<file path="config.mk">
export PLATFORM = sky130hd
export DESIGN_NAME = vlc_top
export DESIGN_NICKNAME = d
export VERILOG_FILES = /design/src/inc/vlc_pkg.sv /design/src/hw/vlc_level_calc.sv /design/src/hw/vlc_top.sv
export SDC_FILE = /design/constraint.sdc
export NUM_CORES = 1
export LEC_CHECK = 0
export ABC_AREA = 1
export BUFFER_PORTS_ARGS = -buffer_cell sky130_fd_sc_hd__clkbuf_2
export CORE_ASPECT_RATIO = 1.5
export CORE_MARGIN = 3
export CORE_UTILIZATION = 38
export CTS_CLUSTER_DIAMETER = 60
export CTS_CLUSTER_SIZE = 14
export DETAILED_ROUTE_END_ITERATION = 10
export GPL_ROUTABILITY_DRIVEN = 0
export HOLD_SLACK_MARGIN = 0.02
export MAX_ROUTING_LAYER = met4
export PLACE_DENSITY = 0.67
export SLEW_MARGIN = 20
export SYNTH_ARGS = -nofsm -noshare
export SYNTH_HDL_FRONTEND = slang
export SYNTH_HIERARCHICAL = 1
export SYNTH_SLANG_ARGS = --single-unit
</file>
<file path="constraint.sdc">
create_clock -name clk_sys_in -period 5.5 [get_ports clk_sys_in]
set_clock_uncertainty 0.05 [all_clocks]
set_input_delay 1.1 -clock clk_sys_in [delete_from_list [all_inputs] [get_ports clk_sys_in]]
set_output_delay 1.1 -clock clk_sys_in [all_outputs]
set_load 0.02 [all_outputs]
</file>
<file path="src/inc/vlc_pkg.sv">
// Package for the voltage ladder control block: offsets, fields, resets, carriers
package vlc_pkg;
  // Register byte offsets
  localparam logic [11:0] VLC_CTRL_OFS = 12'h000;
  localparam logic [11:0] VLC_AUX_OFS = 12'h004;
  localparam logic [11:0] VLC_STAT_OFS = 12'h008;
  // Field positions in the control register
  localparam int VLC_POWER_BIT = 7;
  localparam int VLC_PIN_BIT = 6;
  localparam int VLC_RANGE_BIT = 5;
  localparam int VLC_SOURCE_BIT = 4;
  localparam int VLC_TAP_LSB = 0;
  localparam int VLC_TAP_W = 4;
  // Field positions in the aux register
  localparam int VLC_DIR_BIT = 0;
  localparam int VLC_MODE_LSB = 1;
  localparam int VLC_MODE_W = 3;
  // Values after reset
  localparam logic [7:0] VLC_CTRL_RST = 8'h00;
  localparam logic [2:0] VLC_MODE_RST = 3'h7;
  localparam logic VLC_DIR_RST = 1'b1;
  // Comparator mode that routes the ladder in
  localparam logic [2:0] VLC_MODE_MUX4 = 3'h6;
  // Ladder step divisors, scaled by 96 so both ranges are integers
  localparam int VLC_DIV_LOW = 24;
  localparam int VLC_DIV_HIGH = 32;
  localparam int VLC_SCALE = 96;
  localparam logic [7:0] VLC_LOW_STEP = 8'(VLC_SCALE / VLC_DIV_LOW);
  localparam logic [7:0] VLC_HIGH_STEP = 8'(VLC_SCALE / VLC_DIV_HIGH);
  localparam logic [7:0] VLC_HIGH_BASE = 8'(VLC_SCALE / 4);
  // AXI responses
  localparam logic [1:0] VLC_RESP_OKAY = 2'h0;
  localparam logic [1:0] VLC_RESP_SLVERR = 2'h2;

  // Control register layout
  typedef struct packed {
    logic power_on;
    logic pin_drive;
    logic range_sel;
    logic source_sel;
    logic [3:0] tap;
  } vlc_ctrl_t;

  // Analog-side control bundle
  typedef struct packed {
    logic ladder_power_on;
    logic level_pin_drive;
    logic step_range_select;
    logic supply_source_select;
    logic [3:0] tap_select;
    logic [7:0] level_code;
    logic comp_ref_route;
    logic pin_dir_eff;
  } vlc_analog_t;
endpackage

</file>
<file path="src/hw/vlc_level_calc.sv">
// Nominal level code for the ladder, in 96ths of the supply span
`timescale 1ns/1ps
module vlc_level_calc (
  input wire vlc_pkg::vlc_ctrl_t ctrl_in, // Stored control fields
  output logic [7:0] level_out // Level in 96ths of span, zero when off
);
  import vlc_pkg::*;
  logic [7:0] tap8;
  assign tap8 = {4'h0, ctrl_in.tap};
  // Both ranges share one scale so the code is exact
  always_comb begin
    if (!ctrl_in.power_on) begin
      level_out = 8'h00;
    end else if (ctrl_in.range_sel) begin
      level_out = 8'(tap8 * VLC_LOW_STEP);
    end else begin
      level_out = 8'(VLC_HIGH_BASE + tap8 * VLC_HIGH_STEP);
    end
  end
endmodule

</file>
<file path="src/hw/vlc_top.sv">
// Voltage ladder control: AXI4-Lite register slave and analog-side controls
//
// Local design decisions: register access over AXI4-Lite and the address map.
`timescale 1ns/1ps
module vlc_top (
  input wire logic clk_sys_in, // 125 MHz system clock
  input wire logic reset_in, // Synchronous active-high device reset
  input wire logic sleep_wake_in, // Wake event pulse, register untouched
  input wire logic [11:0] s_axi_awaddr_in, // Write address
  input wire logic s_axi_awvalid_in, // Write address valid
  output logic s_axi_awready_out, // Write address ready
  input wire logic [31:0] s_axi_wdata_in, // Write data
  input wire logic [3:0] s_axi_wstrb_in, // Write strobes
  input wire logic s_axi_wvalid_in, // Write data valid
  output logic s_axi_wready_out, // Write data ready
  output logic [1:0] s_axi_bresp_out, // Write response
  output logic s_axi_bvalid_out, // Write response valid
  input wire logic s_axi_bready_in, // Write response ready
  input wire logic [11:0] s_axi_araddr_in, // Read address
  input wire logic s_axi_arvalid_in, // Read address valid
  output logic s_axi_arready_out, // Read address ready
  output logic [31:0] s_axi_rdata_out, // Read data
  output logic [1:0] s_axi_rresp_out, // Read response
  output logic s_axi_rvalid_out, // Read data valid
  input wire logic s_axi_rready_in, // Read data ready
  output vlc_pkg::vlc_analog_t analog_out // Controls to ladder and pin mux
);
  import vlc_pkg::*;

  // Register map, one 32-bit word each, only byte 0 carries bits
  //   Control word: power, pin drive, range, source, four tap bits
  //   Aux word: port direction in bit 0, comparator mode above it
  //   Status word: read-only nominal level code of the ladder
  // Unmapped words answer SLVERR and change nothing
  // A write with strobe 0 clear answers OKAY and changes nothing
  // Upper bytes of write data are dropped and read back as zero

  // Stored settings; only reset or a bus write moves them
  vlc_ctrl_t voltage_ladder_control;
  logic port_direction_bits;
  logic [2:0] comparator_mode_field;
  // Holding registers for the two write halves
  logic [31:0] aw_addr_q;
  logic aw_held;
  logic [31:0] w_data_q;
  logic [3:0] w_strb_q;
  logic w_held;
  logic [7:0] level_code;
  logic [11:0] aw_addr_lat;

  assign aw_addr_lat = aw_addr_q[11:0];

  // Write timing, counted from the edge that first sees a valid
  //   first edge raises awready or wready for one cycle
  //   second edge takes that half into its holding register
  //   edge after both are held commits the word and raises bvalid
  //   bvalid then stands until the edge that sees bready
  // Ready is a registered pulse, so each channel costs an idle cycle;
  // traded for clean timing with no path from valid to ready
  // A new half is refused while one is held or the response waits,
  // so only one write is ever in flight
  // Address and data are caught independently, either order
  always_ff @(posedge clk_sys_in) begin
    if (reset_in) begin
      aw_held <= 1'b0;
      aw_addr_q <= 32'h0000_0000;
      s_axi_awready_out <= 1'b0;
    end else begin
      s_axi_awready_out <= 1'b0;
      if (s_axi_awvalid_in && !aw_held && !s_axi_awready_out && !s_axi_bvalid_out) begin
        s_axi_awready_out <= 1'b1;
      end
      if (s_axi_awvalid_in && s_axi_awready_out) begin
        aw_held <= 1'b1;
        aw_addr_q <= {20'h00000, s_axi_awaddr_in};
      end else if (aw_held && w_held) begin
        aw_held <= 1'b0;
      end
    end
  end

  always_ff @(posedge clk_sys_in) begin
    if (reset_in) begin
      w_held <= 1'b0;
      w_data_q <= 32'h0000_0000;
      w_strb_q <= 4'h0;
      s_axi_wready_out <= 1'b0;
    end else begin
      s_axi_wready_out <= 1'b0;
      if (s_axi_wvalid_in && !w_held && !s_axi_wready_out && !s_axi_bvalid_out) begin
        s_axi_wready_out <= 1'b1;
      end
      if (s_axi_wvalid_in && s_axi_wready_out) begin
        w_held <= 1'b1;
        w_data_q <= s_axi_wdata_in;
        w_strb_q <= s_axi_wstrb_in;
      end else if (aw_held && w_held) begin
        w_held <= 1'b0;
      end
    end
  end

  // Commit the write once both halves are held; the answer follows
  always_ff @(posedge clk_sys_in) begin
    if (reset_in) begin
      voltage_ladder_control <= VLC_CTRL_RST;
      port_direction_bits <= VLC_DIR_RST;
      comparator_mode_field <= VLC_MODE_RST;
      s_axi_bvalid_out <= 1'b0;
      s_axi_bresp_out <= VLC_RESP_OKAY;
    end else begin
      // Wake input is left unused on purpose: settings must survive
      // a wake, and software powers the ladder down before sleep
      // Only device reset returns the ladder to off, pin free, high range
      // Wake from sleep has no path here, so settings persist
      if (aw_held && w_held && !s_axi_bvalid_out) begin
        s_axi_bvalid_out <= 1'b1;
        s_axi_bresp_out <= VLC_RESP_OKAY;
        if (aw_addr_lat[11:2] == VLC_CTRL_OFS[11:2]) begin
          if (w_strb_q[0]) begin
            voltage_ladder_control <= w_data_q[7:0];
          end
        end else if (aw_addr_lat[11:2] == VLC_AUX_OFS[11:2]) begin
          if (w_strb_q[0]) begin
            port_direction_bits <= w_data_q[VLC_DIR_BIT];
            comparator_mode_field <= w_data_q[VLC_MODE_LSB +: VLC_MODE_W];
          end
        end else begin
          s_axi_bresp_out <= VLC_RESP_SLVERR;
        end
      end else if (s_axi_bvalid_out && s_axi_bready_in) begin
        s_axi_bvalid_out <= 1'b0;
      end
    end
  end

  // Read timing: arready one cycle after arvalid, data one cycle after
  // the handshake; rvalid and data stand until rready is seen
  // A new read is refused while rvalid is still up
  // Read channel: one cycle to accept, data the next
  always_ff @(posedge clk_sys_in) begin
    if (reset_in) begin
      s_axi_arready_out <= 1'b0;
      s_axi_rvalid_out <= 1'b0;
      s_axi_rdata_out <= 32'h0000_0000;
      s_axi_rresp_out <= VLC_RESP_OKAY;
    end else begin
      s_axi_arready_out <= 1'b0;
      if (s_axi_arvalid_in && !s_axi_arready_out && !s_axi_rvalid_out) begin
        s_axi_arready_out <= 1'b1;
      end
      if (s_axi_arvalid_in && s_axi_arready_out) begin
        s_axi_rvalid_out <= 1'b1;
        s_axi_rresp_out <= VLC_RESP_OKAY;
        unique case (s_axi_araddr_in[11:2])
          VLC_CTRL_OFS[11:2]: s_axi_rdata_out <= {24'h000000, voltage_ladder_control};
          VLC_AUX_OFS[11:2]: s_axi_rdata_out <= {28'h0000000, comparator_mode_field,
                                                 port_direction_bits};
          VLC_STAT_OFS[11:2]: s_axi_rdata_out <= {24'h000000, level_code};
          // Unmapped reads return zero data with an error code
          default: begin
            s_axi_rdata_out <= 32'h0000_0000;
            s_axi_rresp_out <= VLC_RESP_SLVERR;
          end
        endcase
      end else if (s_axi_rvalid_out && s_axi_rready_in) begin
        s_axi_rvalid_out <= 1'b0;
      end
    end
  end

  // Level code is in 96ths of the span, so both step sizes are whole
  // Code is zero while powered down, and also when powered in range one at tap 0
  // Nominal level for the selected range and tap
  vlc_level_calc u_level (
    .ctrl_in(voltage_ladder_control),
    .level_out(level_code)
  );

  // Analog controls trail the register by one edge; the ladder needs
  // its own settling time anyway, so the extra cycle costs nothing
  // Comparator mode only steers the route bit, never the ladder power
  // Registered analog controls; ladder does not depend on comparator mode
  always_ff @(posedge clk_sys_in) begin
    if (reset_in) begin
      analog_out <= '0;
      analog_out.pin_dir_eff <= VLC_DIR_RST;
    end else begin
      analog_out.ladder_power_on <= voltage_ladder_control.power_on;
      analog_out.level_pin_drive <= voltage_ladder_control.pin_drive;
      analog_out.step_range_select <= voltage_ladder_control.range_sel;
      analog_out.supply_source_select <= voltage_ladder_control.source_sel;
      analog_out.tap_select <= voltage_ladder_control.tap;
      analog_out.level_code <= level_code;
      // Only the four-input muxed mode feeds the ladder to both plus inputs
      analog_out.comp_ref_route <= (comparator_mode_field == VLC_MODE_MUX4);
      // Pin drive forces the pin away from digital direction control
      analog_out.pin_dir_eff <= voltage_ladder_control.pin_drive ? 1'b1
                                                                 : port_direction_bits;
    end
  end
endmodule

</file>
# [Word-level counts from Yosys, hierarchy flattened]
# Index checks and enable logic that the tools add are counted.
[classes] bitwise=1 reduce_logical=32 mux=16 add_sub_neg=1 mul=1 eq_ne=4
[op_table] op="$pmux 8 s3" n=1
[op_table] op="$eq 10x1->1 const B" n=2
[op_table] op="$logic_not 10->1" n=2
[op_table] op="$mux 8" n=2
[op_table] op="$logic_and 1x1->1" n=15
[op_table] op="$eq 10x2->1 const B" n=1
[op_table] op="$mux 1" n=10
[op_table] op="$add 5x8->8 const A" n=1
[op_table] op="$reduce_bool 2->1" n=4
[op_table] op="$logic_not 1->1" n=7
[op_table] op="$mul 4x2->6 const B" n=1
[op_table] op="$mux 2" n=3
[op_table] op="$reduce_and 4->1" n=1
[op_table] op="$eq 3x3->1 const B" n=1
[op_table] op="$reduce_and 3->1" n=1
[op_table] op="$reduce_or 3->1" n=1
[op_table] op="$reduce_or 2->1" n=1
[op_table] op="$not 1->1" n=1
[totals] reg_bits=94 input_bits=68 output_inout_bits=59 wordCells=83

# [Longest topological paths before layout]
# Gate-level depths: netlist (run 1).
[logic_depth] word_depth=5 ltp_mapped=13 ltp_nobuf=13

# [Modules after synthesis]
# The synthesis (run 1) kept the hierarchy.
[by_module_without_submodules] mod="vlc_top" cells_each=339 area_per_inst_um2=2642.5 n_inst=1 seq_area_each_um2=1321.3
[by_module_without_submodules] mod="vlc_level_calc" cells_each=39 area_per_inst_um2=236.5 n_inst=1 seq_area_each_um2=0.0

# [Worst setup path before layout (run 1)]
# OpenSTA, ideal clock, no wires.
[synth_timing] path_kind="input to register" startpoint="in s_axi_araddr_in[9]" endpoint="reg s_axi_rdata_out[6]" stages=8 t_required_ns=5.382 setup_time_ns=0.068 path_buffers=1 arrival_ns=1.901 slack_ns=3.481 path_cell_list="nor2_1 -> nand2_1 -> nor2_4 -> buf_6 -> nand3_1 -> o21ai_1 -> nand2_1 -> a21oi_2"
[synth_via] elab_chain_cells=2 word_cells_on_any_way=4 classes_between="eq/ne (2); mux (1); reduce/logical (1)"
[synth_rtl] item="start, declared" line_no="vlc_top.sv:19" source="input wire logic [11:0] s_axi_araddr_in,"
[synth_rtl] item="$eq 10x2->1, or another cell as far along" line_no="vlc_top.sv:155" source="unique case (s_axi_araddr_in[11:2])"
[synth_rtl] item="$pmux 8 s3 *" line_no="vlc_top.sv:155"
[synth_rtl] item="end signal, assigned" line_no="vlc_top.sv:156" source="VLC_CTRL_OFS[11:2]: s_axi_rdata_out <= {24'h000000, voltage_ladder_control};"
[synth_rtl] item="end signal, assigned" line_no="vlc_top.sv:157" source="VLC_AUX_OFS[11:2]: s_axi_rdata_out <= {28'h0000000, comparator_mode_field,"
[synth_rtl] item="end signal, assigned" line_no="vlc_top.sv:159" source="VLC_STAT_OFS[11:2]: s_axi_rdata_out <= {24'h000000, level_code};"
[synth_rtl] item="end, declared" line_no="vlc_top.sv:22" source="output logic [31:0] s_axi_rdata_out,"
# Every way passes the cells marked *; elsewhere a longest branch is shown, timed or not.
# A chain may end at the register's enable or synchronous reset.

==> metrics.yaml, run 1 <==
grt.met3_usage_pct: 4.74
grt_busiest_layer: "met2"
start_util_pct: 39.3
htree_levels: 3
core-area_mm2: 0.00732
utilization_pct: 47.0
worst_slack_ps: 2800
layout_common_cells: "nor2_1, clkbuf_2, dfxtp_1"
cts_resized: 0
syn_inst: 378
syn_to_final_growth_pct: 19.6
ys_seq_area_share_pct: 45.9
netlist_top_cells_area: "dfxtp_1, nor2_1, buf_4, nand2_1, nand3_1"
holdPathEnd: "s_axi_wready_out"
post-route-min-period_ps: 2700
p_leak_nw: 1.51
crit_family: "buffers and inverters"
cp_data_arrival_time_ps: 2870
grt_usage_pct: 14.5
ff2ff_setup_slack_ps: 3340
cap_violations: 0
worst_setup_path_end_kind: "flop"
final_cells: 551
clock_sinks: 66
drt-pass1-iter-count: 4
postCtsHoldBufs: 0
holdWs_ps: 394
clock_path_buffers: 2
n_antenna_cell: 0
grt-ovfl-total: 0
finalSetupTns_ps: 0
path_cells: "clkbuf_2 -> clkinv_1 -> o21ai_0 -> a21oi_1"
maxSlewViolCount: 0
vias: 2430
worstSetupPathType: "input pin to flop"
rr_startpoint: "voltage_ladder_control[3]"
final_cell_area_mm2: 0.00344
clk_pin_slew_worst_paths_ps: 70
finalNetCount: 520
final-seq-area_mm2: 0.00132
timing.rr.end: "s_axi_rdata_out[4]"
drt.antenna.violating_nets: 0
crit_buf_inv: 2
root_buffer: "clkbuf_8"
hold_viol: 0
pin_count: 127
fp.dieArea_mm2: 0.00868
cts_tree: "built"
portBuffers: 68
tightest_slew_ps: 804
dp_cells: 535
fillers: 759
fin_crit_sh_pct: 49.0
power.density_mw_per_mm2: 311
power_mw: 1.07
drive_above_1_share_pct: 22.6
grt_util_met2_pct: 24.7
antenna_found_initial: 0
ys_warn_count: 6
netlist_area_mm2: 0.00288
cp.required_ps: 5670
viasPerCell: 4.41
grt_pass1_wl_um: 9600
die_h_um: 113
yosys.area.top_type: "dfxtp_1"
dp_hpwl_um: 4460
start_kind: "input pin"
fmax_mhz: 371
drt-wirelength-per-cell_um: 10.4
pre_cts_ws_ps: 2450
cts_inserted_buffers: 9
relSlewSlack_pct: 46.4
hp-class: "flop to flop"
slowest_stage: "clkinv_1"
synth.ff_latch_count: 66
first_iter_violations: 108
setup_violations: 0
drcViolationCount: 0
synth_top_area_share_pct: 45.9
post-cts-setup-buffers: 0
wl_um: 5740
grt_start_max_net_pins: 40
yosys.cell_types.count: 28
dpl_cell_area_mm2: 0.00319
grt_pass1_vias: 2259
final_common_cell: "nor2_1"
peakVddDrop_v: 0.000154
rsz0062_at_grt: "false"
die_x_um: 77.1
use_met1_pct: 14.4
cp_slowest_stage_delay_ps: 780
r2r_cells: 12
avgSynthCellArea_um2: 7.62
fp-row-count: 38
clk_latency_ps: 340
min_path_cells: 1
multi_input_area_mm2: 0.00126
worstHoldStart: "s_axi_wready_out"
status: "complete, no violations"
cp_max_fo: 39
[cells in the mapped netlist]
library cell / number
a21oi_1: 21
a21oi_2: 6
buf_1: 1
buf_2: 1
buf_4: 27
buf_6: 1
clkbuf_1: 6
clkinv_1: 3
conb_1: 2
dfxtp_1: 66
fa_1: 2
ha_1: 4
inv_1: 34
inv_2: 3
nand2_1: 54
nand2_2: 2
nand3_1: 34
nand4_1: 1
nand4_2: 1
nor2_1: 72
nor2_4: 3
nor2_8: 1
nor3_1: 3
nor4_1: 2
o211ai_2: 1
o21ai_0: 22
o21ai_1: 4
o21ai_2: 1
[state kept, by name, indices dropped and copies added (netlist names)]
signal                  count
s_axi_arready_out           1
analog_out                 18
voltage_ladder_control      8
s_axi_wready_out            1
aw_held                     1
s_axi_bvalid_out            1
aw_addr_q                  10
s_axi_rvalid_out            1
w_data_q                    8
s_axi_rdata_out             8
s_axi_awready_out           1
comparator_mode_field       3
w_held                      1
port_direction_bits         1
s_axi_bresp_out             1
s_axi_rresp_out             1
w_strb_q                    1
[power by group]
part	switching (mW)	total, mW	internal, mW
logic	0.0555	0.0783	0.0229
registers	0.00608	0.494	0.488
clock network	0.184	0.498	0.314
[area by class of cell]
class	instances	area share (%)
clock buffers	10	4.00
well taps	100	3.63
flip-flops and latches	66	38.4
repair buffers	68	9.88
clock inverters	6	3.31
inverters	40	4.36
multi-input cells	261	36.5
[metal layers]
layer | wire length (um) | vias up
li1 | - | 1286
met1 | 2200 | 1059
met2 | 3020 | 67
met3 | 303 | 18
met4 | 223 | 0
met5 | 0 | -
[how the worst max path moves through the flow]
stage                             from            endpoint  slack [ps]  cells after the start
floorplan           s_axi_araddr_in[9]  s_axi_rdata_out[6]        3480                      8
global placement              reset_in        aw_addr_q[3]        2410                      4
detailed placement            reset_in        aw_addr_q[3]        2450                      4
CTS                           reset_in         w_strb_q[0]        2770                      4
global route                  reset_in         w_strb_q[0]        2560                      4
finish                        reset_in         w_strb_q[0]        2800                      4
[cell families after synthesis]
group           Yosys count  synth area share (%)
flops                    66                  45.9
simple gates            173                  26.2
fa+ha+maj                 6                  3.13
compound gates           55                  10.7
buf+inv                  76                  13.7
other cells               2                 0.261
(Power assumes the default switching activity.)
==> run 2: changes to the inputs <==
--- a/config.mk
+++ b/config.mk
@@ -5,7 +5,7 @@
 export SDC_FILE = /design/constraint.sdc
 export NUM_CORES = 1
 export LEC_CHECK = 0
-export ABC_AREA = 1
+export ABC_AREA = 0
 export BUFFER_PORTS_ARGS = -buffer_cell sky130_fd_sc_hd__clkbuf_2
 export CORE_ASPECT_RATIO = 1.5
 export CORE_MARGIN = 3
@@ -16,7 +16,7 @@
 export GPL_ROUTABILITY_DRIVEN = 0
 export HOLD_SLACK_MARGIN = 0.02
 export MAX_ROUTING_LAYER = met4
-export PLACE_DENSITY = 0.67
+export PLACE_DENSITY = 0.69
 export SLEW_MARGIN = 20
 export SYNTH_ARGS = -nofsm -noshare
 export SYNTH_HDL_FRONTEND = slang
==> constraint.sdc (replaced) <==
create_clock -name clk_sys_in -period 2.4 [get_ports clk_sys_in]
set_clock_uncertainty 0.05 [all_clocks]
set_input_delay 0.48 -clock clk_sys_in [delete_from_list [all_inputs] [get_ports clk_sys_in]]
set_output_delay 0.48 -clock clk_sys_in [all_outputs]
set_load 0.02 [all_outputs]
==> run 2 against run 1 <==
  * Core utilization is 0.74 points lower
  * Non-clock buffer count grew 6
  * Design area decreased by 2.2%
  * Total power up 96%
  * Register-to-register slack worse by 3200 ps
  * Synthesized cell count is 18% lower
  * Largest cell class is now multi-input combinational cells
  * Highest routed layer unchanged
==> metrics.yaml, run 2 <==
status: "complete, no violations"
clk_pin_slew_worst_paths_ps: 70  # about the same
drt-pass1-iter-count: 6  # +2
drt.antenna.violating_nets: 0  # unchanged
syn_to_final_growth_pct: 18.3
largest_reg_flops: 18  # unchanged
synth_xor_area_share_pct: 0.308  # +0.31 points
grt-ovfl-total: 0  # unchanged
grt_util_met2_pct: 23.1  # -1.6 points
cp_data_arrival_time_ps: 2460  # -410 ps
yosys.cell_types.count: 40  # +43%
core-area_mm2: 0.00727  # -0.65%
start_kind: "flop"
use_met1_pct: 13.9  # -0.51 points
intPower_mw: 1.59  # +93%
rsz0062_at_grt: "false"
syn_inst: 309  # -18%
ys_warn_count: 6  # unchanged
drcViolationCount: 0  # unchanged
dp_hpwl_um: 4450  # -0.19%
relSlewSlack_pct: 60.9  # +14 points
n_antenna_cell: 0  # unchanged
layout_common_cells: "clkbuf_2, dfxtp_1, nand2_1"
avgSynthCellArea_um2: 9.21  # +21%
clock_path_buffers: 2  # unchanged
utilization_pct: 46.3  # -0.74 points
netlist_area_mm2: 0.00285  # -1.1%
synth_edf_count: 0  # unchanged
p_leak_nw: 1.51  # about the same
worst_setup_path_end_kind: "flop"
cp_max_fo: 5  # -87%
worstSetupPathType: "flop to flop"
drt-wirelength-per-cell_um: 11.8  # +13%
maxSlewViolCount: 0  # unchanged
yosys.area.top_type: "dfxtp_1"
clock_sinks: 66  # unchanged
finalNetCount: 454  # -13%
cp.required_ps: 2610  # -3060 ps
pre_cts_ws_ps: 124  # -2320 ps
synth_mux_area_share_pct: 8.09  # +8.1 points
synth_compound_area_share_pct: 8.88  # -1.9 points
fin_crit_sh_pct: 93.6
synth_simple_gate_area_share_pct: 22.6  # -3.7 points
postCtsHoldBufs: 0  # unchanged
seqPwrFrac_pct: 53.7  # +7.5 points
synthArstFlopShare_pct: 0  # unchanged
setup_violations: 0  # unchanged
grt_pass1_vias: 2118  # -6.2%
p_sw_share_pct: 24.0  # +1.1 points
cts_tree: "built"
worst_slack_ps: 153  # -2650 ps
first_iter_violations: 68  # -37%
synth_common_cells: "dfxtp_1, nand2_1, buf_4, nor2b_1, a21oi_1"
yosysMostFrequentCell: "dfxtp_1"
post-route-min-period_ps: 2250
synth_top_flop_cell: "dfxtp_1"
clk_latency_ps: 340  # about the same
final_common_cell: "clkbuf_2"
fmax_mhz: 445
synth_top_family_by_area: "simple AND/OR/NAND/NOR gates"
p_clk_share_pct: 38.3  # -8.2 points
grt_usage_pct: 14.1  # -0.34 points
final_cell_area_mm2: 0.00337  # -2.2%
start_util_pct: 39.1  # -0.19 points
fp.dieArea_mm2: 0.00859  # -1.1%
htree_levels: 3  # unchanged
hp-class: "input pin to flop"
die_x_um: 76.7  # -0.53%
viasPerCell: 4.55  # +3.1%
top_register: "analog_out"
synth_top_area_share_pct: 46.4  # +0.52 points
largestRegisters: "analog_out x18, aw_addr_q x10"
antenna_found_initial: 0  # unchanged
ys_seq_area_share_pct: 46.4  # +0.52 points
grt.met3_usage_pct: 5.66  # +0.93 points
p_sw_mw: 0.503  # +110%
drive_above_1_share_pct: 26.6  # +3.9 points
die_h_um: 112  # -0.54%
synthAdderAreaFrac_pct: 3.16  # +0.036 points
dpl_cell_area_mm2: 0.00320  # about the same
grt_busiest_layer: "met2"
grt_pass1_wl_um: 9270  # -3.5%
netlist_top_cells_area: "dfxtp_1, buf_4, nand2_1, nor2b_1, mux2i_1"
tightest_slew_ps: 587  # -217 ps
finalSetupTns_ps: 0  # unchanged
fp-row-count: 38  # unchanged
pin_count: 127  # unchanged
vias: 2200  # -9.5%
power.density_mw_per_mm2: 621  # +100%
synth.ff_latch_count: 66  # unchanged
grt_start_max_net_pins: 22  # -45%
cap_violations: 0  # unchanged
peakVddDrop_v: 0.000366  # +140%
hold_viol: 0  # unchanged
portBuffers: 68  # unchanged
root_buffer: "clkbuf_8"
pwr-share-comb_pct: 7.9  # +0.6 points
wl_um: 5700  # -0.75%
cts_inserted_buffers: 9  # unchanged
## run 2: logic make-up (layout without fill, tap and decap cells)
group,Yosys count,in the layout
and+or+nand+nor,120,120
adders and majority gates,6,6
AOI/OAI and AO/OA,43,43
buffers and inverters,49,99
other,2,27
muxes,22,22
xor gates and xnor gates,1,1
DFF,66,66
## run 2: repair_timing
| item | 4_1_cts | 5_1_grt |
|---|---|---|
| endpoints found under the setup margin | 0 | 2 |
| endpoints found under the hold margin | 0 | 0 |
| setup buffers | 0 | 0 |
| resized for setup | 0 | 2 |
## run 2: worst paths after layout
check	from	to	slack [ps]	cells past startpoint
max	voltage_ladder_control[1]	s_axi_rdata_out[5]	150	8
min	s_axi_awaddr_in[8]	aw_addr_q[8]	310	3
max reg2reg	voltage_ladder_control[1]	s_axi_rdata_out[5]	150	8
min reg2reg	w_data_q[7]	w_data_q[7]	400	2
## run 2: metal layers
layer,wire [um],share of wire (%),vias up
met3,332,5.8,20
met4,219,3.8,0
met5,0,0,-
met2,2960,52,64
li1,-,-,1117
met1,2190,38,999
## run 2: power by group through the flow
stage	clock (mW)	combinational [mW]	sequential, mW
2_1_floorplan	0	0.139	1.15
3_3_place_gp	0	0.164	1.15
3_5_place_dp	0	0.166	1.15
4_1_cts	0.827	0.166	1.12
5_1_grt	0.882	0.183	1.13
6_report	0.803	0.166	1.12
## run 2: layout make-up
cell class / count / area [um^2]
fillers: 743 / 3910
multi-input cells: 219 / 1330
flip-flops and latches: 66 / 1320
repair buffers: 74 / 385
clock buffers: 12 / 155
well taps: 100 / 125
inverters: 10 / 37.5
clock inverters: 3 / 15.0
## run 2: critical path, cell delays in order (launching register included)
cell	delay, ps
dfxtp_2	350
ha_1	200
inv_1	110
fa_1	420
or3b_1	370
a21oi_2	160
mux2i_1	230
mux2i_1	110
o21ai_0	160
## run 2: per-stage QoR
stage	total power, mW	instances	hold WS [ps]
after floorplan	1.29	334	372
after global placement	1.31	469	387
after detailed placement	1.32	469	394
after CTS	2.12	484	286
after global routing	2.19	484	300
final	2.09	484	308
